File: src/shared/rlap_defs.vh
// register indices, field positions, reset values and geometry
// for the lookup ram access port; definitions only
`ifndef RLAP_DEFS_VH
`define RLAP_DEFS_VH

// register indices; byte address on the bus is four times the index
`define RLAP_IDX_ADDR_CTRL 14'h2887
`define RLAP_IDX_DATA 14'h2888
`define RLAP_IDX_STROBES 14'h2889

// address/control register fields
`define RLAP_PTR_MSB 6
`define RLAP_PTR_LSB 0
`define RLAP_AUTO_BIT 7

// strobe register fields
`define RLAP_RD_BIT 1
`define RLAP_WR_BIT 0

// reset values
`define RLAP_RST_PTR 7'h00
`define RLAP_RST_AUTO 1'b0
`define RLAP_RST_DATA 8'h00
`define RLAP_RST_STROBES 2'h0

// geometry
`define RLAP_PTR_W 7
`define RLAP_DATA_W 8
`define RLAP_RAM_DEPTH 128
`define RLAP_PADDR_W 16

`endif

File: src/design/rlap_lookup_ram.v
// lookup ram: 128 bytes of flip-flops, synchronous write and read
// assumes one clock; read data valid the cycle after the address
`timescale 1ns/10ps
`default_nettype none
`include "rlap_defs.vh"

module rlap_lookup_ram (
  // clock
  input wire clk,
  // access port
  input wire en,
  input wire we,
  input wire [`RLAP_PTR_W-1:0] addr,
  input wire [`RLAP_DATA_W-1:0] wdata,
  output reg [`RLAP_DATA_W-1:0] rdata
);

  // storage array, no reset
  reg [`RLAP_DATA_W-1:0] mem [0:`RLAP_RAM_DEPTH-1];

  // write or registered read on enable
  always @(posedge clk) begin
    if (en) begin
      if (we) begin
        mem[addr] <= wdata;
      end else begin
        rdata <= mem[addr];
      end
    end
  end

endmodule
`default_nettype wire

File: src/design/rlap_top.v
// lookup ram access port: apb slave with pointer, data and strobe regs
// assumes apb master on pclk; all inputs are synchronous to pclk
//
// Summary of operation
// - seven-bit pointer selects the lookup ram location
// - data register carries written or fetched byte
// - auto-advance flag bumps pointer after each strobe
// - reading the pointer shows the advanced value
// - setting read or write strobe starts transfer
// - strobe reads one until transfer finishes
// - pointer advances at finish only if flag set
//
// Decided for this implementation: register access over APB.
`timescale 1ns/10ps
`default_nettype none
`include "rlap_defs.vh"

module rlap_top (
  // clock and reset
  input wire pclk,
  input wire presetn,
  // apb request
  input wire psel,
  input wire penable,
  input wire pwrite,
  input wire [`RLAP_PADDR_W-1:0] paddr,
  input wire [31:0] pwdata,
  // apb answer
  output reg [31:0] prdata,
  output reg pready,
  output reg pslverr
);

  // transfer states, one-hot
  localparam [2:0] ST_IDLE = 3'b001;
  localparam [2:0] ST_ACCESS = 3'b010;
  localparam [2:0] ST_FINISH = 3'b100;

  // byte address of a register from its index
  function [`RLAP_PADDR_W-1:0] byte_addr;
    input [13:0] idx;
    begin
      byte_addr = {idx, 2'b00};
    end
  endfunction

  // software-visible state and the transfer sequencer
  reg [`RLAP_PTR_W-1:0] ptr_reg; // lookup_ram_pointer
  reg auto_reg; // pointer_auto_advance
  reg [`RLAP_DATA_W-1:0] byte_reg; // lookup_ram_byte
  reg rd_strobe_reg; // lookup_read_strobe
  reg wr_strobe_reg; // lookup_write_strobe
  reg [2:0] state_reg; // transfer sequencer
  reg [2:0] state_next;

  // ram side
  wire [`RLAP_DATA_W-1:0] ram_rdata;
  wire ram_en;
  wire ram_we;

  // decode and bus phase
  wire sel_ctrl;
  wire sel_data;
  wire sel_strb;
  wire mapped;
  wire setup;
  wire commit;
  wire busy;
  reg [31:0] rd_mux;

  assign sel_ctrl = (paddr == byte_addr(`RLAP_IDX_ADDR_CTRL));
  assign sel_data = (paddr == byte_addr(`RLAP_IDX_DATA));
  assign sel_strb = (paddr == byte_addr(`RLAP_IDX_STROBES));
  assign mapped = sel_ctrl | sel_data | sel_strb;
  // setup phase of a transfer
  assign setup = psel & ~penable;
  // access edge at which the write lands
  assign commit = psel & penable & pready;
  // a transfer is running while any strobe stands
  assign busy = rd_strobe_reg | wr_strobe_reg;

  // ram is driven only in the access state
  assign ram_en = (state_reg == ST_ACCESS);
  assign ram_we = wr_strobe_reg;

  // lookup storage
  rlap_lookup_ram u_ram (
    .clk(pclk),
    .en(ram_en),
    .we(ram_we),
    .addr(ptr_reg),
    .wdata(byte_reg),
    .rdata(ram_rdata)
  );

  // read data mux, upper bits zero
  always @* begin
    rd_mux = 32'h0000_0000;
    if (sel_ctrl) begin
      rd_mux[`RLAP_AUTO_BIT] = auto_reg;
      rd_mux[`RLAP_PTR_MSB:`RLAP_PTR_LSB] = ptr_reg;
    end else if (sel_data) begin
      rd_mux[`RLAP_DATA_W-1:0] = byte_reg;
    end else if (sel_strb) begin
      rd_mux[`RLAP_RD_BIT] = rd_strobe_reg;
      rd_mux[`RLAP_WR_BIT] = wr_strobe_reg;
    end
  end

  // apb answer: ready in the access phase, error if unmapped
  always @(posedge pclk or negedge presetn) begin
    if (!presetn) begin
      pready <= 1'b0;
      pslverr <= 1'b0;
      prdata <= 32'h0000_0000;
    end else begin
      pready <= setup;
      pslverr <= setup & ~mapped;
      if (setup && !pwrite) begin
        prdata <= rd_mux;
      end else if (setup) begin
        prdata <= 32'h0000_0000;
      end
    end
  end

  // sequencer next state
  always @* begin
    state_next = state_reg;
    case (state_reg)
      ST_IDLE: begin
        if (busy) begin
          state_next = ST_ACCESS;
        end
      end
      ST_ACCESS: begin
        state_next = ST_FINISH;
      end
      ST_FINISH: begin
        state_next = ST_IDLE;
      end
      default: begin
        state_next = ST_IDLE;
      end
    endcase
  end

  // sequencer state
  always @(posedge pclk or negedge presetn) begin
    if (!presetn) begin
      state_reg <= ST_IDLE;
    end else begin
      state_reg <= state_next;
    end
  end

  // pointer and auto-advance flag
  always @(posedge pclk or negedge presetn) begin
    if (!presetn) begin
      ptr_reg <= `RLAP_RST_PTR;
      auto_reg <= `RLAP_RST_AUTO;
    end else if (state_reg == ST_FINISH) begin
      // advance only when the flag is set, wraps at 127
      if (auto_reg) begin
        ptr_reg <= ptr_reg + 7'h01;
      end
    end else if (commit && pwrite && sel_ctrl && !busy) begin
      // software write, ignored while a transfer runs
      ptr_reg <= pwdata[`RLAP_PTR_MSB:`RLAP_PTR_LSB];
      auto_reg <= pwdata[`RLAP_AUTO_BIT];
    end
  end

  // data byte: fetched byte lands at finish of a read
  always @(posedge pclk or negedge presetn) begin
    if (!presetn) begin
      byte_reg <= `RLAP_RST_DATA;
    end else if (state_reg == ST_FINISH) begin
      if (rd_strobe_reg) begin
        byte_reg <= ram_rdata;
      end
    end else if (commit && pwrite && sel_data && !busy) begin
      byte_reg <= pwdata[`RLAP_DATA_W-1:0];
    end
  end

  // strobes: set by software when idle, cleared by hardware at finish
  always @(posedge pclk or negedge presetn) begin
    if (!presetn) begin
      rd_strobe_reg <= 1'b0;
      wr_strobe_reg <= 1'b0;
    end else if (state_reg == ST_FINISH) begin
      rd_strobe_reg <= 1'b0;
      wr_strobe_reg <= 1'b0;
    end else if (commit && pwrite && sel_strb && !busy) begin
      // both set at once: write wins, read is dropped
      wr_strobe_reg <= pwdata[`RLAP_WR_BIT];
      rd_strobe_reg <= pwdata[`RLAP_RD_BIT] & ~pwdata[`RLAP_WR_BIT];
    end
  end

endmodule
`default_nettype wire

File: config.mk
export PLATFORM = sky130hd
export DESIGN_NAME = rlap_top
export DESIGN_NICKNAME = d
export VERILOG_FILES = /design/src/design/rlap_lookup_ram.v /design/src/design/rlap_top.v
export VERILOG_INCLUDE_DIRS = /design/src /design/src/shared
export SDC_FILE = /design/constraint.sdc
export NUM_CORES = 1
export LEC_CHECK = 0
export BUFFER_PORTS_ARGS = -buffer_cell sky130_fd_sc_hd__buf_2
export CAP_MARGIN = 20
export CORE_ASPECT_RATIO = 2
export CORE_MARGIN = 5
export CORE_UTILIZATION = 30
export DETAILED_ROUTE_END_ITERATION = 7
export SYNTH_ARGS = -nofsm -noshare
export SYNTH_HDL_FRONTEND = slang
export SYNTH_HIERARCHICAL = 1
export SYNTH_SLANG_ARGS = --single-unit
File: constraint.sdc
create_clock -name pclk -period 3.37 [get_ports pclk]
set_input_delay 0.5055 -clock pclk [delete_from_list [all_inputs] [get_ports pclk]]
set_output_delay 0.5055 -clock pclk [all_outputs]
set_load 0.02 [all_outputs]
Word level (Yosys, flattened, before mapping)
Memories as Yosys holds them, arrays and structs flattened. A register that Yosys moved wholly into a read port is not among the register bits.
Cells that the tools add are included.
{"block": "totals", "ff_bits": 55, "latch_bits": 0, "ram_bits": 1024, "rom_bits": 0, "input_bits": 53, "output_inout_bits": 34, "wordCells": 72, "n_memories": 1}
{"memory": "u_ram.mem", "words": 128, "width": 8, "rd": 1, "rd_clocked_by_memory_dff": 1, "wr": 1, "line": "rlap_lookup_ram.v:19", "text": "reg [`RLAP_DATA_W-1:0] mem [0:`RLAP_RAM_DEPTH-1];"}
{"block": "classes", "n_addsub": 1, "mul": 0, "n_div": 0, "order_cmp": 0, "eq_ne": 9, "shift": 0, "n_mux": 21, "bitwise": 13, "reduce_logical": 18}
{"operator": "32-bit two-way mux", "count": 2}
{"operator": "16-bit equality test, second input constant", "count": 3}
{"operator": "8-bit two-way mux", "count": 4}
{"operator": "7-bit two-way mux", "count": 3}
{"operator": "1-bit logical AND", "count": 8}
{"operator": "2-bit AND reduction", "count": 4}
{"operator": "2-bit nonzero test", "count": 4}
{"operator": "7-bit by 1-bit adder with 7-bit output, second input constant", "count": 1}
{"operator": "1-bit two-way mux", "count": 7}
{"operator": "6-bit two-way mux", "count": 1}
{"operator": "2-bit != test, second input constant", "count": 3}
{"operator": "3-bit case mux with 2 select lines", "count": 1}
{"operator": "1-bit bitwise AND", "count": 5}
{"operator": "1-bit inverter", "count": 5}
{"operator": "2-bit two-way mux", "count": 2}
{"operator": "3-bit by 1-bit equality test with 1-bit output, second input constant", "count": 1}
{"operator": "3-bit by 2-bit equality test with 1-bit output, second input constant", "count": 1}
{"operator": "3-bit equality test, second input constant", "count": 1}
{"operator": "3-bit two-way mux", "count": 1}
{"operator": "1-bit bitwise OR", "count": 3}
{"operator": "1-bit logical NOT", "count": 2}

Longest topological paths before layout
Gate-level depths: netlist (run 1).
{"block": "logic_depth", "ltp_word": 7, "mapped_depth": 11, "depth_no_buf": 6}

Cells and area by module
The synthesis (run 1) kept the hierarchy.
{"mod": "rlap_lookup_ram", "n_inst": 1, "cells_each": 2468, "area_each_um2": 40537.6, "seq_area_each_um2": 30989.7}
{"mod": "rlap_top", "n_inst": 1, "cells_each": 179, "area_each_um2": 1846.8, "seq_area_each_um2": 777.0}

Least setup slack after synthesis (run 1)
OpenSTA, ideal clock, no wires.
{"block": "synth_timing", "kind": "register to register", "from": "reg ptr_reg[2]", "to": "mem u_ram/mem[96][0] (netlist name) (enable)", "setup_time_ps": 370, "arrival_time_ps": 2396, "t_required_ps": 3000, "slack_ps": 604, "path_stages_with_launch": 11, "path_buffers": 7, "synth_period_minus_slack_ps": 2766, "path_cell_list": "dfrtp_1 buf_4 buf_4 buf_4 buf_2 buf_2 buf_2 nor2_1 nand2_1 clkbuf_1 nor2_1"}
{"element": "start: declaration", "line": "rlap_top.v:48", "text": "reg [`RLAP_PTR_W-1:0] ptr_reg;"}
{"element": "start signal: assignment", "line": "rlap_top.v:160", "text": "ptr_reg <= `RLAP_RST_PTR;"}
{"element": "start signal: assignment", "line": "rlap_top.v:165", "text": "ptr_reg <= ptr_reg + 7'h01;"}
{"element": "start signal: assignment", "line": "rlap_top.v:169", "text": "ptr_reg <= pwdata[`RLAP_PTR_MSB:`RLAP_PTR_LSB];"}
{"element": "end: declaration", "line": "rlap_lookup_ram.v:19"}
No word-level cell before the write port.

==> results of run 1 <==
==> routing by layer <==
layer / GRT usage / up-vias / wire length (um)
met2: 0.336 / 1447 / 74000
met4: 0.149 / 0 / 14300
li1: - / 11300 / -
met3: 0.0223 / 483 / 9080
met5: 0 / - / 0
met1: 0.186 / 13700 / 44400
==> per-stage QoR <==
step	power (mW)	TNS (ns)	setup WS (ns)	area [um2]	hold WS, ns
floorplan	14.6	0	0.604	42500	0.210
global placement	14.6	-0.217	-0.0870	47500	0.463
detailed placement	14.6	-0.120	-0.109	47500	0.479
CTS	24.1	0	0.0491	50000	0.0632
global route	24.5	0	0.000608	50100	0.0972
finish	24.0	0	0.0914	50100	0.0830
==> cell type report <==
class	instances	area, um2
antenna	7	17.5
clock buffer	93	2070
clock inverter	51	479
fill	13400	90700
inverter	13	50.0
multi-input combinational	1381	9650
sequential	1063	31800
tap	1871	2340
timing repair buffer	437	3710
==> report_power, final <==
part / switching, mW / leakage [nW] / internal, mW
Clock: 4.69 / 1.24 / 4.95
Sequential: 0.000446 / 6.96 / 14.3
Combinational: 0.0571 / 5.50 / 0.0212
Total: 4.75 / 13.7 / 19.2
==> path summary, 6_finish.rpt <==
| kind | endpoint |
|---|---|
| setup / recovery | u_ram/rdata[5] |
| hold / removal | rd_strobe_reg |
| setup reg to reg | u_ram/rdata[5] |
| hold reg to reg | prdata[0] |
| max in group asynchronous | byte_reg[1] |
| min in group asynchronous | prdata[3] |
==> layout by cell type, fill, tap and decap left out, types with 9 or more instances in the layout <==
master and instances:
nand2b_1 12, a22o_1 71, clkbuf_1 12, dfrtp_1 19, mux2i_1 143, conb_1 24, mux2_2 22, o21ai_0 84
nor2b_1 30, a21oi_1 95, or3b_2 13, nand2_1 102, nand3_1 24, o22ai_1 78, edfxtp_1 1032, a211oi_1 10
a22oi_1 95, buf_12 40, inv_1 9, dfrtp_4 11, nor3_1 12, a221o_1 21, buf_2 38, a21o_1 11
nor2_1 188, clkinv_2 10, a32o_1 10, clkbuf_16 81, buf_4 356, or2_2 13, o22a_1 14, clkinv_1 18
a221oi_1 145
==> worst register-to-register path, stage by stage (launching register included) <==
cell and delay [ns]:
dfrtp_4 0.61, buf_12 0.32, buf_4 0.34, mux2i_1 0.27
o22ai_1 0.10, a2111oi_1 0.67, buf_4 0.25, o311a_1 0.23
a32o_1 0.18, a211oi_1 0.06
==> kinds of logic (layout without fill, tap and decap cells) <==
group / Yosys count / in the layout / share of synthesized area
AND/OR/NAND/NOR: 458 / 459 / 0.0526
buffers and inverters: 227 / 594 / 0.0271
flip-flops: 1063 / 1063 / 0.749
multiplexers: 173 / 173 / 0.0433
AO/OA/AOI/OAI: 724 / 724 / 0.127
adder cells (fa/ha/maj): 1 / 1 / 0.000295
other: 1 / 31 / 0.0000885
==> what timing repair did <==
item	4_1_cts	5_1_grt
gates cloned	1	0
setup endpoints to repair	2	5
resized for setup	1	5
hold buffers	1	0
pin swaps	1	0
endpoints found under the hold margin	30	0
setup buffers	0	3
==> impl_metrics.env, run 1 <==
export IMPL_avgRoutedWirePerCell_um=28.8
export IMPL_r2r_cells=9
export IMPL_grt_antenna_before_repair=3
export IMPL_layout_drive_gt1_share=0.213
export IMPL_die_y_um=542
export IMPL_period_minus_slack_ns=3.28
export IMPL_finalSetupViolCount=0
export IMPL_io_buffer_count=38
export IMPL_start_util=0.301
export IMPL_dp_hpwl_um=95800
export IMPL_relSlewSlack=0.303
export IMPL_overflow=0
export IMPL_routed_wl_um=142000
export IMPL_yosys_most_used_dff="edfxtp_1"
export IMPL_rsz0062_at_grt="false"
export IMPL_power_per_cell_area_mw_per_mm2=478
export IMPL_rrSetupSlack_ns=0.09
export IMPL_startpoint_type="flop"
export IMPL_slew_viol_final=0
export IMPL_path_clk_slew_ns=0.08
export IMPL_drc_errors=0
export IMPL_path_delay_family="compound AO/OA/AOI/OAI gates"
export IMPL_cts_max_path_buffers=3
export IMPL_grt_pass1_wl_um=199000
export IMPL_crit_chain="buf_12, buf_4, mux2i_1, o22ai_1, a2111oi_1, buf_4, o311a_1, a32o_1, a211oi_1"
export IMPL_irDropWorstVdd_uv=369
export IMPL_clock_latency_ns=0.67
export IMPL_crit_path_top_delay_cell="a2111oi_1"
export IMPL_boundaryPins=87
export IMPL_critPathMaxStageDelay_ns=0.67
export IMPL_synth_edf_count=1032
export IMPL_gp_congestion=0.924
export IMPL_core_area_mm2=0.141
export IMPL_synth_commonest_cells="edfxtp_1 (1032), nor2_1 (191), a221oi_1 (148)"
export IMPL_cp_depth=9
export IMPL_regMostFlops="u_ram/mem"
export IMPL_numCtsBuffers=80
export IMPL_min_path_cells=2
export IMPL_synthCells=2647
export IMPL_ys_types=85
export IMPL_skew_ns=0.0240
export IMPL_synth_top_area_cell="edfxtp_1"
export IMPL_layoutNonFillerInstCount=4916
export IMPL_cp_buffers_inverters=3
export IMPL_ys_ff_latch=1063
export IMPL_status="completed"
export IMPL_fin_crit_sh=0.973
export IMPL_syn_to_final_growth_pct=18.3
export IMPL_synth_area_leaders="edfxtp_1 (73%), mux2i_1 (3.4%), a221oi_1 (3.1%)"
export IMPL_final_util=0.356
export IMPL_crit_arrival_ns=3.70
export IMPL_netlist_area_mm2=0.0424
export IMPL_maxCapViolations=0
export IMPL_dieArea_mm2=0.149
export IMPL_grt_pass1_vias=26900
export IMPL_endpoint_kind="flop"
export IMPL_drt_initial_drc_count=2586
export IMPL_htreeDepth=3
export IMPL_grt_max_degree=94
export IMPL_ys_seq_area_frac=0.749
export IMPL_yosys_warnings=6
export IMPL_setup_worst_path_start="ptr_reg[2]"
export IMPL_worstSetupPathType="reg -> reg"
export IMPL_async_flop_share=0.0292
export IMPL_grt_use_total=0.185
export IMPL_crit_fanout=38
export IMPL_syn_avg_cell_area_um2=16.0
export IMPL_cts_tree="done"
export IMPL_clockRootBuffer="clkbuf_16"
export IMPL_nets=3030
export IMPL_vias=27000
export IMPL_clock_sinks=1063
export IMPL_final_hold_viol_count=0
export IMPL_min_path_type="in -> reg"
export IMPL_r2r_start="ptr_reg[2]"
export IMPL_antenna_left=0
export IMPL_largest_register_ffs=1024
export IMPL_synth_most_common_cell="edfxtp_1"
export IMPL_clock_fmax_mhz=305
export IMPL_leakage_nw=13.7
export IMPL_first_pass_iters=8
export IMPL_worstMarginPinSlew_ns=1.04
export IMPL_post_place_cells=4759
export IMPL_cp_common_cell="buf_4"
export IMPL_die_x_um=276
export IMPL_hp_start="pwdata[0]"
export IMPL_core_rowCount=195
export IMPL_cp_required_ns=3.79
export IMPL_via_per_inst=5.49
export IMPL_synth_top_cell_area_share=0.731
Note: power is estimated with default switching activity, not from simulation.
==> run 2: changes to the inputs <==
- CORE_MARGIN: 5 -> unset
- clock period: 3.37 -> 4 ns (I/O delays scaled with it)
==> run 2 against run 1 <==
Effect of this change: the run now ends with setup timing left; critical path type unchanged; largest power group unchanged; via count shrank 1.9%; flip-flop and latch count stayed put; clock skew up 0.0014 ns; register-to-register slack worse by 0.14 ns; clock power shrank 9.9%; setup slack lost 0.14 ns; worst hold slack improved by 0.086 ns; final cell count fell by 1.4%; highest routed layer is now met5; critical path depth is 2 lower; fmax is 19% lower; sequential share of layout area rose by 0.59 points.
==> impl_metrics.env, run 2 (synthesized netlist as in run 1, its figures left out) <==
export IMPL_clockRootBuffer="clkbuf_16"
export IMPL_cts_max_path_buffers=3
export IMPL_crit_fanout=25
export IMPL_leakage_nw=13.5
export IMPL_slew_viol_final=0
export IMPL_route_met2_wl_um=71900
export IMPL_die_y_um=534
export IMPL_path_delay_family="simple AND/OR/NAND/NOR gates"
export IMPL_comb_power_share=0.003
export IMPL_avgRoutedWirePerCell_um=28.5
export IMPL_power_per_cell_area_mw_per_mm2=418
export IMPL_htreeDepth=3
export IMPL_clock_fmax_mhz=247
export IMPL_worstMarginPinSlew_ns=1.29
export IMPL_crit_path_top_delay_cell="a2111oi_1"
export IMPL_startpoint_type="flop"
export IMPL_fin_crit_sh=1.01
export IMPL_setup_worst_path_start="ptr_reg[2]"
export IMPL_worstReg2RegEnd="u_ram/rdata[1]"
export IMPL_regMostFlops="u_ram/mem"
export IMPL_final_cell_mix="edfxtp_1 (1032), buf_4 (309), nor2_1 (188)"
export IMPL_hold_end="rd_strobe_reg"
export IMPL_cp_depth=7
export IMPL_drc_errors=0
export IMPL_core_area_mm2=0.140
export IMPL_via_per_inst=5.46
export IMPL_hold_ws_ns=0.169
export IMPL_wl_met3_um=8230
export IMPL_gp_congestion=0.934
export IMPL_path_clk_slew_ns=0.07
export IMPL_grt_use_total=0.193
export IMPL_clockPowerShare=0.419
export IMPL_min_path_type="in -> reg"
export IMPL_maxCapViolations=0
export IMPL_grt_pass1_wl_um=195000
export IMPL_period_minus_slack_ns=4.05
export IMPL_seqPwrFrac=0.578
export IMPL_crit_arrival_ns=4.43
export IMPL_first_pass_iters=6
export IMPL_layout_drive_gt1_share=0.196
export IMPL_vias=26500
export IMPL_worstSetupPathType="reg -> reg"
export IMPL_crit_chain="or2_2, o22ai_1, a2111oi_1, buf_4, a2111oi_0, nor4b_2, nand4_1"
export IMPL_clock_latency_ns=0.67
export IMPL_cp_required_ns=4.38
export IMPL_rrSetupSlack_ns=-0.05
export IMPL_skew_ns=0.0253
export IMPL_min_path_cells=2
export IMPL_relSlewSlack=0.133
export IMPL_nets=2969
export IMPL_routed_wl_um=138000
export IMPL_io_buffer_count=38
export IMPL_irDropWorstVdd_uv=328
export IMPL_numCtsBuffers=81
export IMPL_power_internal_mw=16.8
export IMPL_dp_hpwl_um=93300
export IMPL_rsz0062_at_grt="false"
export IMPL_dieArea_mm2=0.143
export IMPL_r2r_start="ptr_reg[2]"
export IMPL_critPathMaxStageDelay_ns=1.03
export IMPL_p_sw_frac=0.190
export IMPL_die_x_um=268
export IMPL_final_hold_viol_count=0
export IMPL_met1_length_um=45000
export IMPL_grt_max_degree=101
export IMPL_overflow=0
export IMPL_start_util=0.303
export IMPL_boundaryPins=87
export IMPL_violations="setup timing"
export IMPL_finalWorstSetupSlack_ns=-0.0516
export IMPL_power_mw=20.8
export IMPL_finalSetupViolCount=1
export IMPL_grt_pass1_vias=26600
export IMPL_maxUsedRoutingLayer="met5"
export IMPL_endpoint_kind="flop"
export IMPL_antenna_left=0
export IMPL_final_common_cell="edfxtp_1"
export IMPL_hp_start="pwdata[0]"
export IMPL_p_sw_mw=3.95
export IMPL_r2r_cells=7
export IMPL_clock_sinks=1063
export IMPL_cp_buffers_inverters=1
export IMPL_drt_initial_drc_count=2501
export IMPL_core_rowCount=194
export IMPL_largest_register_ffs=1024
export IMPL_grt_antenna_before_repair=3
export IMPL_syn_to_final_growth_pct=17.2
export IMPL_status="complete, but fails checks"
export IMPL_cts_tree="done"
## run 2: cell types whose count changed in the layout (fill, tap and decap cells not counted), moves of 4 or more
cell / delta
buf_4: -47
buf_12: -12
bufinv_16: +9
a2111oi_0: +4
clkinv_2: +4
## run 2: cell type report
class	count	area (um2)
fill	13300	90100
multi-input combinational	1380	9610
sequential	1063	31800
timing repair buffer	376	3080
antenna	4	10.0
clock buffer	93	2110
tap	1862	2330
clock inverter	55	658
inverter	13	50.0
## run 2: worst max-delay path by stage
stage,to,slack [ns]
finish,u_ram/rdata[1],-0.05
floorplan,u_ram/mem[96][0],1.23
detailed placement,u_ram/rdata[1],-0.15
global placement,u_ram/rdata[1],-0.15
CTS,u_ram/rdata[1],0.16
global route,u_ram/rdata[1],0.07
## run 2: worst register-to-register path, stage by stage, from the launching register on
cell	delay, ns
dfrtp_4	0.72
or2_2	0.65
o22ai_1	0.24
a2111oi_1	1.03
buf_4	0.24
a2111oi_0	0.07
nor4b_2	0.63
nand4_1	0.19
## run 2: stage by stage
stage	cell area (um2)	util	setup slack, ns	instances	TNS (ns)
detailed placement	46900	0.335	-0.148	4693	-0.148
CTS	49700	0.355	0.163	4842	0
global placement	46900	0.335	-0.151	4693	-0.151
global route	49700	0.355	0.0685	4843	0
finish	49700	0.355	-0.0516	4846	-0.0516
floorplan	42500	-	1.23	2670	0
## run 2: routing by layer
layer	vias up	GRT usage
met2	1231	0.345
li1	11200	-
met3	418	0.0280
met4	2	0.163
met1	13600	0.194
met5	-	0
## run 2: power by group through the flow
stage / Combinational, mW / Sequential, mW / Clock, mW
after floorplan: 0.0489 / 12.3 / 0
after global placement: 0.0630 / 12.3 / 0
after detailed placement: 0.0637 / 12.3 / 0
after CTS: 0.0646 / 12.0 / 8.79
after global routing: 0.0719 / 12.0 / 9.12
final: 0.0643 / 12.0 / 8.69
## run 2: repair_timing
item | in CTS | in global routing
setup endpoints to repair | 1 | 0
endpoints found under the hold margin | 30 | 0
hold buffers | 1 | 0
setup buffers | 0 | 0
gates resized for setup | 1 | 0
